### config.mk
export PLATFORM = sky130hd
export DESIGN_NAME = pus_sequencer
export DESIGN_NICKNAME = d
export VERILOG_FILES = /design/src/inc/pus_pkg.sv /design/src/hw/pus_sequencer.sv
export SDC_FILE = /design/constraint.sdc
export NUM_CORES = 1
export LEC_CHECK = 0
export BUFFER_PORTS_ARGS = -buffer_cell sky130_fd_sc_hd__buf_4
export CELL_PAD_IN_SITES_DETAIL_PLACEMENT = 1
export CELL_PAD_IN_SITES_GLOBAL_PLACEMENT = 1
export CORE_MARGIN = 5
export CORE_UTILIZATION = 31
export CTS_CLUSTER_SIZE = 40
export DETAILED_ROUTE_END_ITERATION = 8
export GPL_TIMING_DRIVEN = 0
export PLACE_DENSITY_LB_ADDON = 0.1
export RECOVER_POWER = 25
export SLEW_MARGIN = 20
export SYNTH_ARGS = -nofsm -noshare
export SYNTH_HDL_FRONTEND = slang
export SYNTH_SLANG_ARGS = --single-unit
### constraint.sdc
create_clock -name clk -period 4.4 [get_ports clk]
set_input_delay 0.22 -clock clk [delete_from_list [all_inputs] [get_ports clk]]
set_output_delay 0.22 -clock clk [all_outputs]
set_load 0.01 [all_outputs]
### src/inc/pus_pkg.sv
// Package for the power-up and initialization sequencer.
// Assumes a single 100 MHz clock domain and a synchronous active-low reset.
`default_nettype none

package pus_pkg;

    // ---------------------------------------------------------------
    // Configuration store layout
    // ---------------------------------------------------------------
    localparam int unsigned CFG_WORDS      = 8;
    localparam int unsigned CFG_AW         = 3;
    localparam logic [2:0]  CFG_IDX_FREQ   = 3'h0;
    localparam logic [2:0]  CFG_IDX_VSET   = 3'h1;
    localparam logic [2:0]  CFG_IDX_I2CA   = 3'h2;
    localparam logic [2:0]  CFG_IDX_PMBA   = 3'h3;
    localparam logic [2:0]  CFG_IDX_ONOFF  = 3'h4;

    // ---------------------------------------------------------------
    // Switching frequency limits in kHz and output setpoint floor in mV
    // ---------------------------------------------------------------
    localparam logic [15:0] FREQ_MIN_KHZ   = 16'h00A6;
    localparam logic [15:0] FREQ_MAX_KHZ   = 16'h05DC;
    localparam logic [15:0] VSET_MIN_MV    = 16'h01F4;

    // ---------------------------------------------------------------
    // Address sampling
    // ---------------------------------------------------------------
    localparam int unsigned ADC_W          = 10;
    localparam logic [9:0]  ADC_FLOAT_MIN  = 10'h3F0;
    localparam logic [6:0]  ADDR_OFF       = 7'h00;

    // ---------------------------------------------------------------
    // Enable option field in the on/off word
    // ---------------------------------------------------------------
    localparam int unsigned ONOFF_SW_BIT   = 0;
    localparam int unsigned ONOFF_RUN_BIT  = 1;
    localparam logic [15:0] ONOFF_RST      = 16'h0000;

    // ---------------------------------------------------------------
    // Oscillator settle time in ns and cycles at 10 ns
    // ---------------------------------------------------------------
    localparam int unsigned CLK_NS         = 10;
    localparam int unsigned SETTLE_NS      = 100;
    localparam int unsigned SETTLE_CYC     = (SETTLE_NS + CLK_NS - 1) / CLK_NS;

    typedef enum logic [2:0] {
        PUS_RESET,
        PUS_LOAD,
        PUS_ADDR,
        PUS_IDLE,
        PUS_RUN
    } pus_state_t;

endpackage

`default_nettype wire

### src/hw/pus_sequencer.sv
// Power-up sequencer: holds reset, loads configuration, reads address, gates conversion.
// Assumes pins are asynchronous and the store answers one word per cycle.
`timescale 1ns/10ps
`default_nettype none

module pus_sequencer
    import pus_pkg::*;
(
    // Clock and reset
    input  wire logic              clk,
    input  wire logic              reset_n,
    // Supply and oscillator monitors
    input  wire logic              supply_ok,
    input  wire logic              core_logic_rail_ok,
    input  wire logic              osc_stable,
    // Comparator and pin inputs
    input  wire logic              enable_forced_ccm_pin,
    input  wire logic              bus_uv_ok,
    // Nonvolatile configuration store read port
    output logic [CFG_AW-1:0]      nvm_addr,
    input  wire logic [15:0]       nvm_data,
    // Address-select converter
    output logic                   adc_start,
    input  wire logic              adc_done,
    input  wire logic [ADC_W-1:0]  adc_value,
    // Management bus configuration writes
    input  wire logic              cfg_wr,
    input  wire logic [CFG_AW-1:0] cfg_wr_idx,
    input  wire logic [15:0]       cfg_wr_data,
    input  wire logic              ext_vset_sel,
    input  wire logic [15:0]       ext_vset_mv,
    // Status and results
    output logic                   int_reset_n,
    output logic                   load_done,
    output logic                   addr_done,
    output logic                   analog_mode,
    output logic [6:0]             i2c_addr,
    output logic [6:0]             pmb_addr,
    output logic                   i2c_en,
    output logic                   pmb_en,
    output logic [15:0]            freq_khz,
    output logic [15:0]            vset_mv,
    output logic                   conv_en
);

    // ---------------------------------------------------------------
    // Input synchronisers
    // ---------------------------------------------------------------
    logic [2:0] s_sup_q, s_core_q, s_osc_q, s_en_q, s_uv_q;
    logic       sup_q, core_q, osc_q, en_q, uv_q;

    always_ff @(posedge clk) begin
        if (!reset_n) begin
            s_sup_q  <= 3'h0;
            s_core_q <= 3'h0;
            s_osc_q  <= 3'h0;
            s_en_q   <= 3'h0;
            s_uv_q   <= 3'h0;
        end else begin
            s_sup_q  <= {s_sup_q[1:0], supply_ok};
            s_core_q <= {s_core_q[1:0], core_logic_rail_ok};
            s_osc_q  <= {s_osc_q[1:0], osc_stable};
            s_en_q   <= {s_en_q[1:0], enable_forced_ccm_pin};
            s_uv_q   <= {s_uv_q[1:0], bus_uv_ok};
        end
    end

    always_ff @(posedge clk) begin
        if (!reset_n) begin
            sup_q  <= 1'b0;
            core_q <= 1'b0;
            osc_q  <= 1'b0;
            en_q   <= 1'b0;
            uv_q   <= 1'b0;
        end else begin
            if (s_sup_q[1] == s_sup_q[2])   sup_q  <= s_sup_q[2];
            if (s_core_q[1] == s_core_q[2]) core_q <= s_core_q[2];
            if (s_osc_q[1] == s_osc_q[2])   osc_q  <= s_osc_q[2];
            if (s_en_q[1] == s_en_q[2])     en_q   <= s_en_q[2];
            if (s_uv_q[1] == s_uv_q[2])     uv_q   <= s_uv_q[2];
        end
    end

    // ---------------------------------------------------------------
    // Sequencer state
    // ---------------------------------------------------------------
    pus_state_t            state_q;
    logic [CFG_AW:0]       ld_cnt_q;
    logic [7:0]            settle_q;
    logic [15:0]           cfg_q [CFG_WORDS];
    logic [3:0]            addr_off_q;
    logic                  rails_ok;
    logic                  cond_ok;
    logic                  sw_mode;

    assign rails_ok = sup_q && core_q && osc_q;
    assign sw_mode  = cfg_q[CFG_IDX_ONOFF][ONOFF_SW_BIT] && !analog_mode;
    // Software options replace the pin and threshold terms when selected outside analog mode.
    assign cond_ok  = load_done && addr_done &&
                      (sw_mode ? cfg_q[CFG_IDX_ONOFF][ONOFF_RUN_BIT]
                               : (en_q && uv_q));

    always_ff @(posedge clk) begin
        if (!reset_n) begin
            state_q  <= PUS_RESET;
            settle_q <= 8'h00;
            ld_cnt_q <= '0;
        end else begin
            case (state_q)
                PUS_RESET: begin
                    if (!rails_ok) begin
                        settle_q <= 8'h00;
                    end else if (settle_q == 8'(SETTLE_CYC)) begin
                        state_q  <= PUS_LOAD;
                        ld_cnt_q <= '0;
                    end else begin
                        settle_q <= settle_q + 8'h01;
                    end
                end
                PUS_LOAD: begin
                    ld_cnt_q <= ld_cnt_q + (CFG_AW+1)'(1);
                    if (ld_cnt_q == (CFG_AW+1)'(CFG_WORDS)) begin
                        state_q <= PUS_ADDR;
                    end
                end
                PUS_ADDR: begin
                    if (adc_done) state_q <= PUS_IDLE;
                end
                PUS_IDLE: begin
                    if (cond_ok) state_q <= PUS_RUN;
                end
                PUS_RUN: begin
                    if (!cond_ok) state_q <= PUS_IDLE;
                end
                default: state_q <= PUS_RESET;
            endcase
            if (!rails_ok) begin
                state_q  <= PUS_RESET;
                settle_q <= 8'h00;
            end
        end
    end

    assign int_reset_n = (state_q != PUS_RESET);
    assign nvm_addr    = ld_cnt_q[CFG_AW-1:0];
    assign adc_start   = (state_q == PUS_ADDR);

    always_ff @(posedge clk) begin
        if (!reset_n) begin
            load_done <= 1'b0;
            addr_done <= 1'b0;
        end else begin
            load_done <= (state_q == PUS_IDLE) || (state_q == PUS_RUN) ||
                         (state_q == PUS_ADDR);
            addr_done <= (state_q == PUS_IDLE) || (state_q == PUS_RUN);
        end
    end

    // ---------------------------------------------------------------
    // Working registers
    // ---------------------------------------------------------------
    always_ff @(posedge clk) begin
        if (!reset_n) begin
            for (int i = 0; i < CFG_WORDS; i++) cfg_q[i] <= 16'h0000;
        end else if (state_q == PUS_LOAD && !ld_cnt_q[CFG_AW]) begin
            // The store answers in the same cycle, so word n lands while the counter shows n.
            cfg_q[ld_cnt_q[CFG_AW-1:0]] <= nvm_data;
        end else if (cfg_wr && load_done && !analog_mode &&
                     (i2c_en || pmb_en)) begin
            cfg_q[cfg_wr_idx] <= cfg_wr_data;
        end
    end

    always_ff @(posedge clk) begin
        if (!reset_n) begin
            addr_off_q  <= 4'h0;
            analog_mode <= 1'b0;
        end else if (state_q == PUS_ADDR && adc_done) begin
            analog_mode <= (adc_value >= ADC_FLOAT_MIN);
            addr_off_q  <= adc_value[ADC_W-1:ADC_W-4];
        end
    end

    // ---------------------------------------------------------------
    // Derived settings
    // ---------------------------------------------------------------
    function automatic logic [15:0] clamp16(input logic [15:0] v,
                                            input logic [15:0] lo,
                                            input logic [15:0] hi);
        clamp16 = (v < lo) ? lo : ((v > hi) ? hi : v);
    endfunction

    always_ff @(posedge clk) begin
        if (!reset_n) begin
            i2c_addr <= ADDR_OFF;
            pmb_addr <= ADDR_OFF;
            freq_khz <= FREQ_MIN_KHZ;
            vset_mv  <= VSET_MIN_MV;
            conv_en  <= 1'b0;
        end else begin
            i2c_addr <= cfg_q[CFG_IDX_I2CA][6:0] + {3'h0, addr_off_q};
            pmb_addr <= cfg_q[CFG_IDX_PMBA][6:0] + {3'h0, addr_off_q};
            freq_khz <= clamp16(cfg_q[CFG_IDX_FREQ], FREQ_MIN_KHZ,
                                FREQ_MAX_KHZ);
            vset_mv  <= clamp16(ext_vset_sel ? ext_vset_mv
                                : cfg_q[CFG_IDX_VSET], VSET_MIN_MV, 16'hFFFF);
            conv_en  <= (state_q == PUS_RUN) && cond_ok;
        end
    end

    assign i2c_en = !analog_mode && (cfg_q[CFG_IDX_I2CA][6:0] != ADDR_OFF);
    assign pmb_en = !analog_mode && (cfg_q[CFG_IDX_PMBA][6:0] != ADDR_OFF);
endmodule

`default_nettype wire

==> qor.yml, run 1 <==
irDropWorstVdd_v: 0.0001702
whs_ps: 58.66
path_delay_family: "simple AND/OR/NAND/NOR gates"
timing.rr.start: "state_q[0]$_SDFFE_PN0P_"
grt_overflow: 0
synth-edff-count: 48
p_leak_uw: 0.002847
die_w_um: 146.3
cp-start-kind: "register"
worst_hold_path_type: "input pin to register"
grt.total_usage: 0.1622
synthDistinctLibCells: 58
min_period_ps: 3389
run_status: "finished, final reports clean"
hold_violations: 0
crit_type: "register to register"
postCtsSetupBuffers: 0
max_cap_viol_count: 0
multiInputGateArea_mm2: 0.002349
worst-path-stages: 5
setup_violations: 0
critPathArrivalTime_ps: 3440
grt_pass1_vias: 5248
htree_levels: 4
drt_iter0_drc: 133
gr-usage-met3: 0.05144
cts.root.buffer_cell: "clkbuf_16"
gp_congestion: 0.9072
clock_skew_ps: 5.703
crit_chain: "nor3b_1, nor4b_1, buf_2, nor2_1, o21ai_2"
drtPass1Iterations: 4
rsz0062_at_grt: "no"
r2r_end: "cfg_q[1][2]$_SDFFCE_PN0P_"
grtUsageMet2: 0.2702
setup.worst_path.start: "state_q[0]$_SDFFE_PN0P_"
avgSynthCellArea_um2: 10.07
cp_num_buf_inv: 1
layout_common_cells: "89 x dfxtp_1, 82 x buf_4, 59 x nand2_1"
netlist_area_mm2: 0.005758
layout-drive-gt1-share: 0.1730
synthCells: 572
synthArstFlopShare: 0
grtUsageMet1: 0.1926
grt_pass1_wl_um: 27300
r2r_setup_slack_ps: 1010
slew_headroom: 0.3723
critical_path.max_stage_delay_ps: 740
grt-busiest-layer: "met2"
worstSkewPairLatency_ps: 420
drcViolationCount: 0
port_buffers: 121
worstSetupEndpointType: "register"
tightest_slew_ps: 941.5
yosysWarnings: 0
final_nets: 806
final_common_cell: "dfxtp_1"
cts_tree: "done"
maxSlewViolCount: 0
die_y_um: 146.3
path_clk_slew_ps: 60
ios: 128
seq_area_frac_synth: 0.5598
ys_ff_latch: 137
cpMaxStageDelayCell: "nor3b_1"
fin_tns_setup_ps: 0
yosys.area.top_type_share: 0.3094
critical_path.endpoint: "cfg_q[1][2]$_SDFFCE_PN0P_"
num_rows: 49
whs_path_depth: 3
ys.flop_type: "dfxtp_1"
clock_path_buffers: 2
clock_sinks: 137
num-fill-cells: 2073
synthTopCellsByArea: "dfxtp_1 31%, edfxtp_1 25%, nand2_1 3.8%"
vias_per_cell: 5.002
antenna_found_initial: 0
antenna_cells: 0
dp_hpwl_um: 13330
drt-total-wl_um: 17180
regArea_mm2: 0.003223
vias: 4817
finalPower_uw: 3029
cp_max_fo: 16
postRouteAntennaNets: 0
cts_made_buffers: 17
r2r_cells: 5
wl_per_cell_um: 17.84
clock.fmax_ghz: 0.2951
fp.dieArea_mm2: 0.02140
synth_top_area_cell: "dfxtp_1"
grt_start_max_net_pins: 17
area_growth_pct: 30.16
critPathRequiredTime_ps: 4450
start_util: 0.3173
min_period_over_period: 0.7702
p_per_area_mw_per_mm2: 404.1
core_area_mm2: 0.01815
==> layout make-up <==
type | count | share of cell area
timing repair buffer | 126 | 0.1068
clock buffer | 24 | 0.07412
multi-input combinational | 389 | 0.3134
clock inverter | 8 | 0.01018
tap | 229 | 0.03823
inverter | 24 | 0.01202
sequential | 137 | 0.4300
buffer | 26 | 0.01519
==> synthesized netlist by cell type, types with 4 or more instances <==
cell type	count
buf_1	4
clkbuf_1	14
a22o_1	15
nor2_1	38
mux2i_1	7
inv_1	24
buf_2	4
a211oi_1	4
nand4_1	7
nand3_1	35
nand2_1	59
xnor2_1	6
nor3_1	13
or3_1	7
nor4_1	6
xor2_1	7
nor2b_1	6
dfxtp_1	89
o21a_1	5
and2_1	22
ha_1	12
edfxtp_1	48
a21oi_1	41
o22ai_1	10
o21ai_0	37
==> metrics by stage <==
stage | cells | cell area [um^2] | worst slack, ps | util
4_1_cts | 963 | 7654 | 943.8 | 0.4217
3_3_place_gp | 926 | 6968 | 199.5 | 0.3840
5_1_grt | 963 | 7495 | 710.7 | 0.4130
2_1_floorplan | 576 | 5773 | 1276 | -
6_report | 963 | 7495 | 1011 | 0.4130
3_5_place_dp | 926 | 6972 | 964.1 | 0.3842
==> worst min-delay path by stage <==
stage / from / to / slack (ps)
after global placement: s_core_q[0]$_SDFF_PN0_ / s_core_q[1]$_SDFF_PN0_ / 410
after CTS: ext_vset_mv[4] / vset_mv[4]$_SDFF_PP1_ / 30
after floorplan: core_logic_rail_ok / s_core_q[0]$_SDFF_PN0_ / 350
after global routing: ext_vset_mv[14] / vset_mv[14]$_SDFF_PP0_ / 40
final: ext_vset_mv[14] / vset_mv[14]$_SDFF_PP0_ / 60
after detailed placement: s_en_q[0]$_SDFF_PN0_ / s_en_q[1]$_SDFF_PN0_ / 420
==> state kept, by name (all words and copies together) (netlist names), 4 cells and up <==
name        flops
pmb_addr        7
i2c_addr        7
ld_cnt_q        4
cfg_q          48
addr_off_q      4
settle_q        8
vset_mv        16
freq_khz       16
==> per-layer routing <==
layer | wire length (um) | share of wire | vias up
li1 | - | - | 2350
met1 | 7450 | 0.43 | 2336
met2 | 8305 | 0.48 | 102
met3 | 944 | 0.055 | 29
met4 | 484 | 0.028 | 0
met5 | 0 | 0 | -
==> repair_timing <==
| item | 4_1_cts | 5_1_grt |
|---|---|---|
| gates resized for setup | 0 | 0 |
| hold buffers | 5 | 0 |
| endpoints found under the hold margin | 5 | 0 |
==> worst register-to-register path, cell delays in order (launching register included) <==
cell,delay [ps]
dfxtp_1,380
nor3b_1,740
nor4b_1,700
buf_2,340
nor2_1,190
o21ai_2,670
==> cells by family after synthesis <==
| kind of cell | after synthesis | share of synthesized area |
|---|---|---|
| muxes | 7 | 0.01217 |
| buffers and inverters | 50 | 0.03564 |
| and+or+nand+nor | 219 | 0.1964 |
| DFF | 137 | 0.5598 |
| adders and majority gates | 14 | 0.03303 |
| xor gates and xnor gates | 13 | 0.01977 |
| other | 1 | 0.0006513 |
| AOI/OAI and AO/OA | 131 | 0.1426 |
==> power by group <==
part / leakage, uW / internal [uW] / switching [uW]
sequential: 0.00122 / 1350 / 20.1
combinational: 0.00132 / 77.7 / 97.5
clock: 0.000314 / 939 / 541
Note: power is estimated with default switching activity, not from simulation.
==> inputs of run 2 (changes only) <==
==> constraint.sdc (replaced) <==
create_clock -name clk -period 3.3 [get_ports clk]
set_input_delay 0.165 -clock clk [delete_from_list [all_inputs] [get_ports clk]]
set_output_delay 0.165 -clock clk [all_outputs]
set_load 0.01 [all_outputs]
==> qor.yml, run 2 (synthesis gave the netlist of run 1 again) <==
setup_violations: 0  # unchanged
r2r_cells: 5  # unchanged
place_ws_ps: -135.9  # was 964.1 ps
largest_register_ffs: 48  # unchanged
p_per_area_mw_per_mm2: 531.8  # was 404.1 mW/mm^2
antenna_found_initial: 0  # unchanged
final_area_mm2: 0.007607  # was 0.007495 mm^2
crit_type: "register to register"  # unchanged
core_area_mm2: 0.01815  # unchanged
cpMaxStageDelayCell: "nor4b_1"  # was nor3b_1
die_w_um: 146.3  # unchanged
grt_pass1_wl_um: 27400  # was 27300 um
grt_start_max_net_pins: 17  # unchanged
final_nets: 816  # was 806
grt_pass1_vias: 5257  # was 5248
area_growth_pct: 32.12  # was 30.16%
rsz0062_at_grt: "no"  # unchanged
num_rows: 49  # unchanged
worst-path-stages: 5  # unchanged
maxSlewViolCount: 0  # unchanged
cp-start-kind: "register"  # unchanged
slew_headroom: 0.3807  # was 0.3723
antenna_cells: 0  # unchanged
worstSetupEndpointType: "register"  # unchanged
drcViolationCount: 0  # unchanged
grt.total_usage: 0.1628  # was 0.1622
path_clk_slew_ps: 60  # about the same
irDropWorstVdd_v: 0.0002274  # was 0.0001702 V
htree_levels: 4  # unchanged
clock_sinks: 137  # unchanged
critPathRequiredTime_ps: 3350  # was 4450 ps
postCtsSetupBuffers: 0  # unchanged
critPathArrivalTime_ps: 2960  # was 3440 ps
cts_tree: "done"  # unchanged
grt_overflow: 0  # unchanged
finalPower_uw: 4046  # was 3029 uW
top_register: "cfg_q"  # unchanged
wl_per_cell_um: 17.70  # was 17.84 um
vias: 4861  # was 4817
dp_hpwl_um: 13330  # unchanged
p_leak_uw: 0.002895  # was 0.002847 uW
instances_no_fill: 973  # was 963
drtPass1Iterations: 4  # unchanged
critical_path.max_stage_delay_ps: 700  # was 740 ps
whs_path_depth: 3  # unchanged
ios: 128  # unchanged
start_util: 0.3173  # unchanged
cts.root.buffer_cell: "clkbuf_16"  # unchanged
min_period_ps: 2909  # was 3389 ps
clock_skew_ps: 5.884  # was 5.703 ps
crit_chain: "nor3b_2, nor4b_1, buf_2, nor2_1, o21ai_4"  # was nor3b_1, nor4b_1, buf_2, nor2_1, o21ai_2
fp.dieArea_mm2: 0.02140  # unchanged
cp_max_fo: 16  # unchanged
fin_util: 0.4192  # was 0.4130
worst_hold_path_type: "input pin to register"  # unchanged
tightest_slew_ps: 928.9  # was 941.5 ps
path_delay_family: "simple AND/OR/NAND/NOR gates"  # unchanged
reg_top3: "cfg_q: 48 flops, freq_khz: 16 flops, vset_mv: 16 flops"  # unchanged
min_period_over_period: 0.8815  # was 0.7702
hold_violations: 0  # unchanged
final_common_cell: "dfxtp_1"  # unchanged
layout_common_cells: "89 x dfxtp_1, 82 x buf_4, 59 x nand2_1"  # unchanged
max_cap_viol_count: 0  # unchanged
cts_made_buffers: 17  # unchanged
cp_num_buf_inv: 1  # unchanged
gp_congestion: 0.9072  # unchanged
port_buffers: 121  # unchanged
run_status: "finished, final reports clean"  # unchanged
layout-drive-gt1-share: 0.1720  # was 0.1730
drt-total-wl_um: 17220  # was 17180 um
postRouteAntennaNets: 0  # unchanged
clock.fmax_ghz: 0.3438  # was 0.2951 GHz
vias_per_cell: 4.996  # was 5.002
clock_path_buffers: 2  # unchanged
dpl.cell_count: 926  # unchanged
post_dp_cell_area_mm2: 0.006972  # unchanged
layout_setup_ws_ps: 390.9  # was 1011 ps
die_y_um: 146.3  # unchanged
worstSkewPairLatency_ps: 420  # about the same
drt_iter0_drc: 147  # was 133
## run 2: cell types whose count changed in the layout (fill, tap and decap cells not counted)
cell	before	now
nor3b_1	3	2
dlygate4sd3_1	5	15
o21ai_2	1	0
nor3b_2	1	2
o21ai_4	0	1
## run 2: final timing paths
kind | start | end | slack, ps
setup / recovery | state_q[0]$_SDFFE_PN0P_ | cfg_q[1][12]$_SDFFCE_PN0P_ | 390
hold / removal | ext_vset_mv[10] | vset_mv[10]$_SDFF_PP0_ | 20
setup reg to reg | state_q[0]$_SDFFE_PN0P_ | cfg_q[1][12]$_SDFFCE_PN0P_ | 390
hold reg to reg | s_en_q[0]$_SDFF_PN0_ | s_en_q[1]$_SDFF_PN0_ | 430
## run 2: area by class of cell
cell class,count,area [um^2]
multi-input cells,389,2361
flip-flops and latches,137,3223
fillers,2068,10540
clock inverters,8,76.32
repair buffers,136,900.9
well taps,229,286.5
plain buffers,26,113.9
inverters,24,90.09
clock buffers,24,555.5
## run 2: per-stage QoR
stage | hold slack, ps | setup TNS, ps
CTS | 1.358 | 0
global route | 22.51 | 0
finish | 19.01 | 0
detailed placement | 382.6 | -2170
floorplan | 292.3 | 0
global placement | 372.6 | -14400
## run 2: power breakdown
group / switching (uW) / leakage, uW / total, uW / internal (uW)
Sequential: 26.6 / 0.00122 / 1830 / 1800
Combinational: 133 / 0.00136 / 244 / 112
Clock: 719 / 0.000314 / 1970 / 1250
Total: 878 / 0.00289 / 4050 / 3170
## run 2: timing repair
| action | 4_1_cts | 5_1_grt |
|---|---|---|
| cloned | 0 | 0 |
| endpoints found under the setup margin | 16 | 16 |
| hold endpoints to repair | 15 | 0 |
| hold buffers | 15 | 0 |
| gates resized for setup | 1 | 1 |
## run 2: worst min-delay path, stage by stage
cell and delay, ps:
buf_4 90, mux2i_1 60, nor2_1 90
## run 2: layer usage
| layer | vias to the layer above | track usage | part of all wire |
|---|---|---|---|
| met5 | - | 0 | 0 |
| met4 | 0 | 0.07103 | 0.028 |
| met3 | 29 | 0.05113 | 0.063 |
| met2 | 117 | 0.2714 | 0.49 |
| met1 | 2345 | 0.1936 | 0.42 |
| li1 | 2370 | - | - |
==> inputs of run 3 (changes only) <==
--- a/config.mk
+++ b/config.mk
@@ -10,9 +10,9 @@
 export CELL_PAD_IN_SITES_GLOBAL_PLACEMENT = 1
 export CORE_MARGIN = 5
 export CORE_UTILIZATION = 31
-export CTS_CLUSTER_SIZE = 40
 export DETAILED_ROUTE_END_ITERATION = 8
 export GPL_TIMING_DRIVEN = 0
+export MAX_ROUTING_LAYER = met4
 export PLACE_DENSITY_LB_ADDON = 0.1
 export RECOVER_POWER = 25
 export SLEW_MARGIN = 20
==> qor.yml, run 3 (synthesis gave the netlist of run 1 again) <==
layout-drive-gt1-share: 0.1653  # was 0.1720
cp_max_fo: 8  # was 16
die_y_um: 146.3  # unchanged
critPathRequiredTime_ps: 3430  # was 3350 ps
ios: 128  # unchanged
cts_tree: "done"  # unchanged
fin_tns_setup_ps: 0  # unchanged
antenna_found_initial: 0  # unchanged
reg_top3: "cfg_q: 48 flops, freq_khz: 16 flops, vset_mv: 16 flops"  # unchanged
slew_headroom: 0.3847  # was 0.3807
worstSetupEndpointType: "register"  # unchanged
max_cap_viol_count: 0  # unchanged
vias: 4823  # was 4861
drt_iter0_drc: 152  # was 147
postRouteAntennaNets: 0  # unchanged
regArea_mm2: 0.003223  # unchanged
drcViolationCount: 0  # unchanged
gp_congestion: 0.9243  # was 0.9072
core_area_mm2: 0.01815  # unchanged
crit_chain: "or4_1, nor4_2, a221oi_1, nor4bb_1, clkbuf_1, or3_1"  # was nor3b_2, nor4b_1, buf_2, nor2_1, o21ai_4
postCtsSetupBuffers: 0  # unchanged
clock_sinks: 137  # unchanged
antenna_cells: 0  # unchanged
dp_hpwl_um: 13330  # about the same
setup_violations: 0  # unchanged
layout_common_cells: "89 x dfxtp_1, 82 x buf_4, 61 x clkbuf_1"  # was 89 x dfxtp_1, 82 x buf_4, 59 x nand2_1
num_rows: 49  # unchanged
crit_type: "register to register"  # unchanged
clock.fmax_ghz: 0.3347  # was 0.3438 GHz
whs_ps: 15.60  # was 19.01 ps
hold_violations: 0  # unchanged
final_nets: 810  # was 816
area_growth_pct: 29.66  # was 32.12%
grt.total_usage: 0.1687  # was 0.1628
worstSkewPairLatency_ps: 420  # about the same
run_status: "finished, final reports clean"  # unchanged
critical_path.max_stage_delay_ps: 580  # was 700 ps
grt_pass1_wl_um: 27640  # was 27400 um
min_period_ps: 2987  # was 2909 ps
die_w_um: 146.3  # unchanged
tightest_slew_ps: 923.0  # was 928.9 ps
finalPower_uw: 3851  # was 4046 uW
num-fill-cells: 2075  # was 2068
irDropWorstVdd_v: 0.0003419  # was 0.0002274 V
start_util: 0.3173  # unchanged
path_clk_slew_ps: 60  # about the same
top_register: "cfg_q"  # unchanged
multiInputGateArea_mm2: 0.002361  # unchanged
cp-start-kind: "register"  # unchanged
layout_setup_ws_ps: 312.6  # was 390.9 ps
maxSlewViolCount: 0  # unchanged
critPathArrivalTime_ps: 3110  # was 2960 ps
grt_pass1_vias: 5248  # was 5257
final_common_cell: "dfxtp_1"  # unchanged
min_period_over_period: 0.9053  # was 0.8815
clock_skew_ps: 10.40  # was 5.884 ps
grt_overflow: 0  # unchanged
p_leak_uw: 0.002825  # was 0.002895 uW
fp.dieArea_mm2: 0.02140  # unchanged
wl_per_cell_um: 17.86  # was 17.70 um
clock_path_buffers: 2  # unchanged
port_buffers: 121  # unchanged
cts.root.buffer_cell: "clkbuf_16"  # unchanged
vias_per_cell: 4.988  # was 4.996
grt_start_max_net_pins: 17  # unchanged
drt-total-wl_um: 17270  # was 17220 um
largest_register_ffs: 48  # unchanged
rsz0062_at_grt: "no"  # unchanged
place_ws_ps: -62.89  # was -135.9 ps
htree_levels: 4  # unchanged
drtPass1Iterations: 4  # unchanged
cpMaxStageDelayCell: "or4_1"  # was nor4b_1
cts_made_buffers: 17  # unchanged
worst_hold_path_type: "input pin to register"  # unchanged
p_per_area_mw_per_mm2: 515.9  # was 531.8 mW/mm^2
## run 3: cell types whose count changed in the layout (fill, tap and decap cells not counted), sizes merged
cell	change
clkinv	+1
dlygate4sd3	-6
clkbuf	-1
## run 3: path summary, 6_finish.rpt
path | from | to | slack, ps | cells after the start
worst max register to register | cfg_q[2][5]$_SDFFCE_PN0P_ | cfg_q[2][6]$_SDFFCE_PN0P_ | 310 | 6
worst min register to register | s_core_q[0]$_SDFF_PN0_ | s_core_q[1]$_SDFF_PN0_ | 430 | 1
worst max-delay path | cfg_q[2][5]$_SDFFCE_PN0P_ | cfg_q[2][6]$_SDFFCE_PN0P_ | 310 | 6
worst min-delay path | ext_vset_mv[12] | vset_mv[12]$_SDFF_PP0_ | 20 | 3
## run 3: through the flow
stage,area (um^2),utilization,cells
floorplan,5773,-,576
global placement,6968,0.3840,926
detailed placement,6972,0.3842,926
CTS,7620,0.4199,967
global route,7466,0.4114,967
finish,7466,0.4114,967
## run 3: final cells by class
type                    instances  share of cell area
clock inverters                 9            0.009553
flip-flops and latches        137              0.4317
well taps                     229             0.03838
multi-input cells             389              0.3162
clock buffers                  23             0.06419
repair buffers                130              0.1126
inverters                      24             0.01207
plain buffers                  26             0.01525
## run 3: repair_timing
action / CTS / global route
gates resized for setup: 1 / 1
hold buffers: 9 / 0
setup endpoints to repair: 16 / 16
cloned: 0 / 0
endpoints found under the hold margin: 9 / 0
## run 3: worst max-delay path, delay by kind of cell (launching register included)
kind | cells | cell delay, ps
AOI/OAI and AO/OA | 1 | 330
and+or+nand+nor | 4 | 1730
DFF | 1 | 440
buffers and inverters | 1 | 200
## run 3: power by group
part	internal (uW)	leakage (uW)	switching, uW
sequential	1800	0.00122	26.2
clock	1090	0.000271	692
combinational	107	0.00134	132
## run 3: routing by layer
metal,up-vias,share of wire,GRT usage
met4,0,0.024,0.06162
li1,2355,-,-
met2,118,0.48,0.2732
met1,2319,0.44,0.1970
met5,-,0,-
met3,31,0.050,0.05423
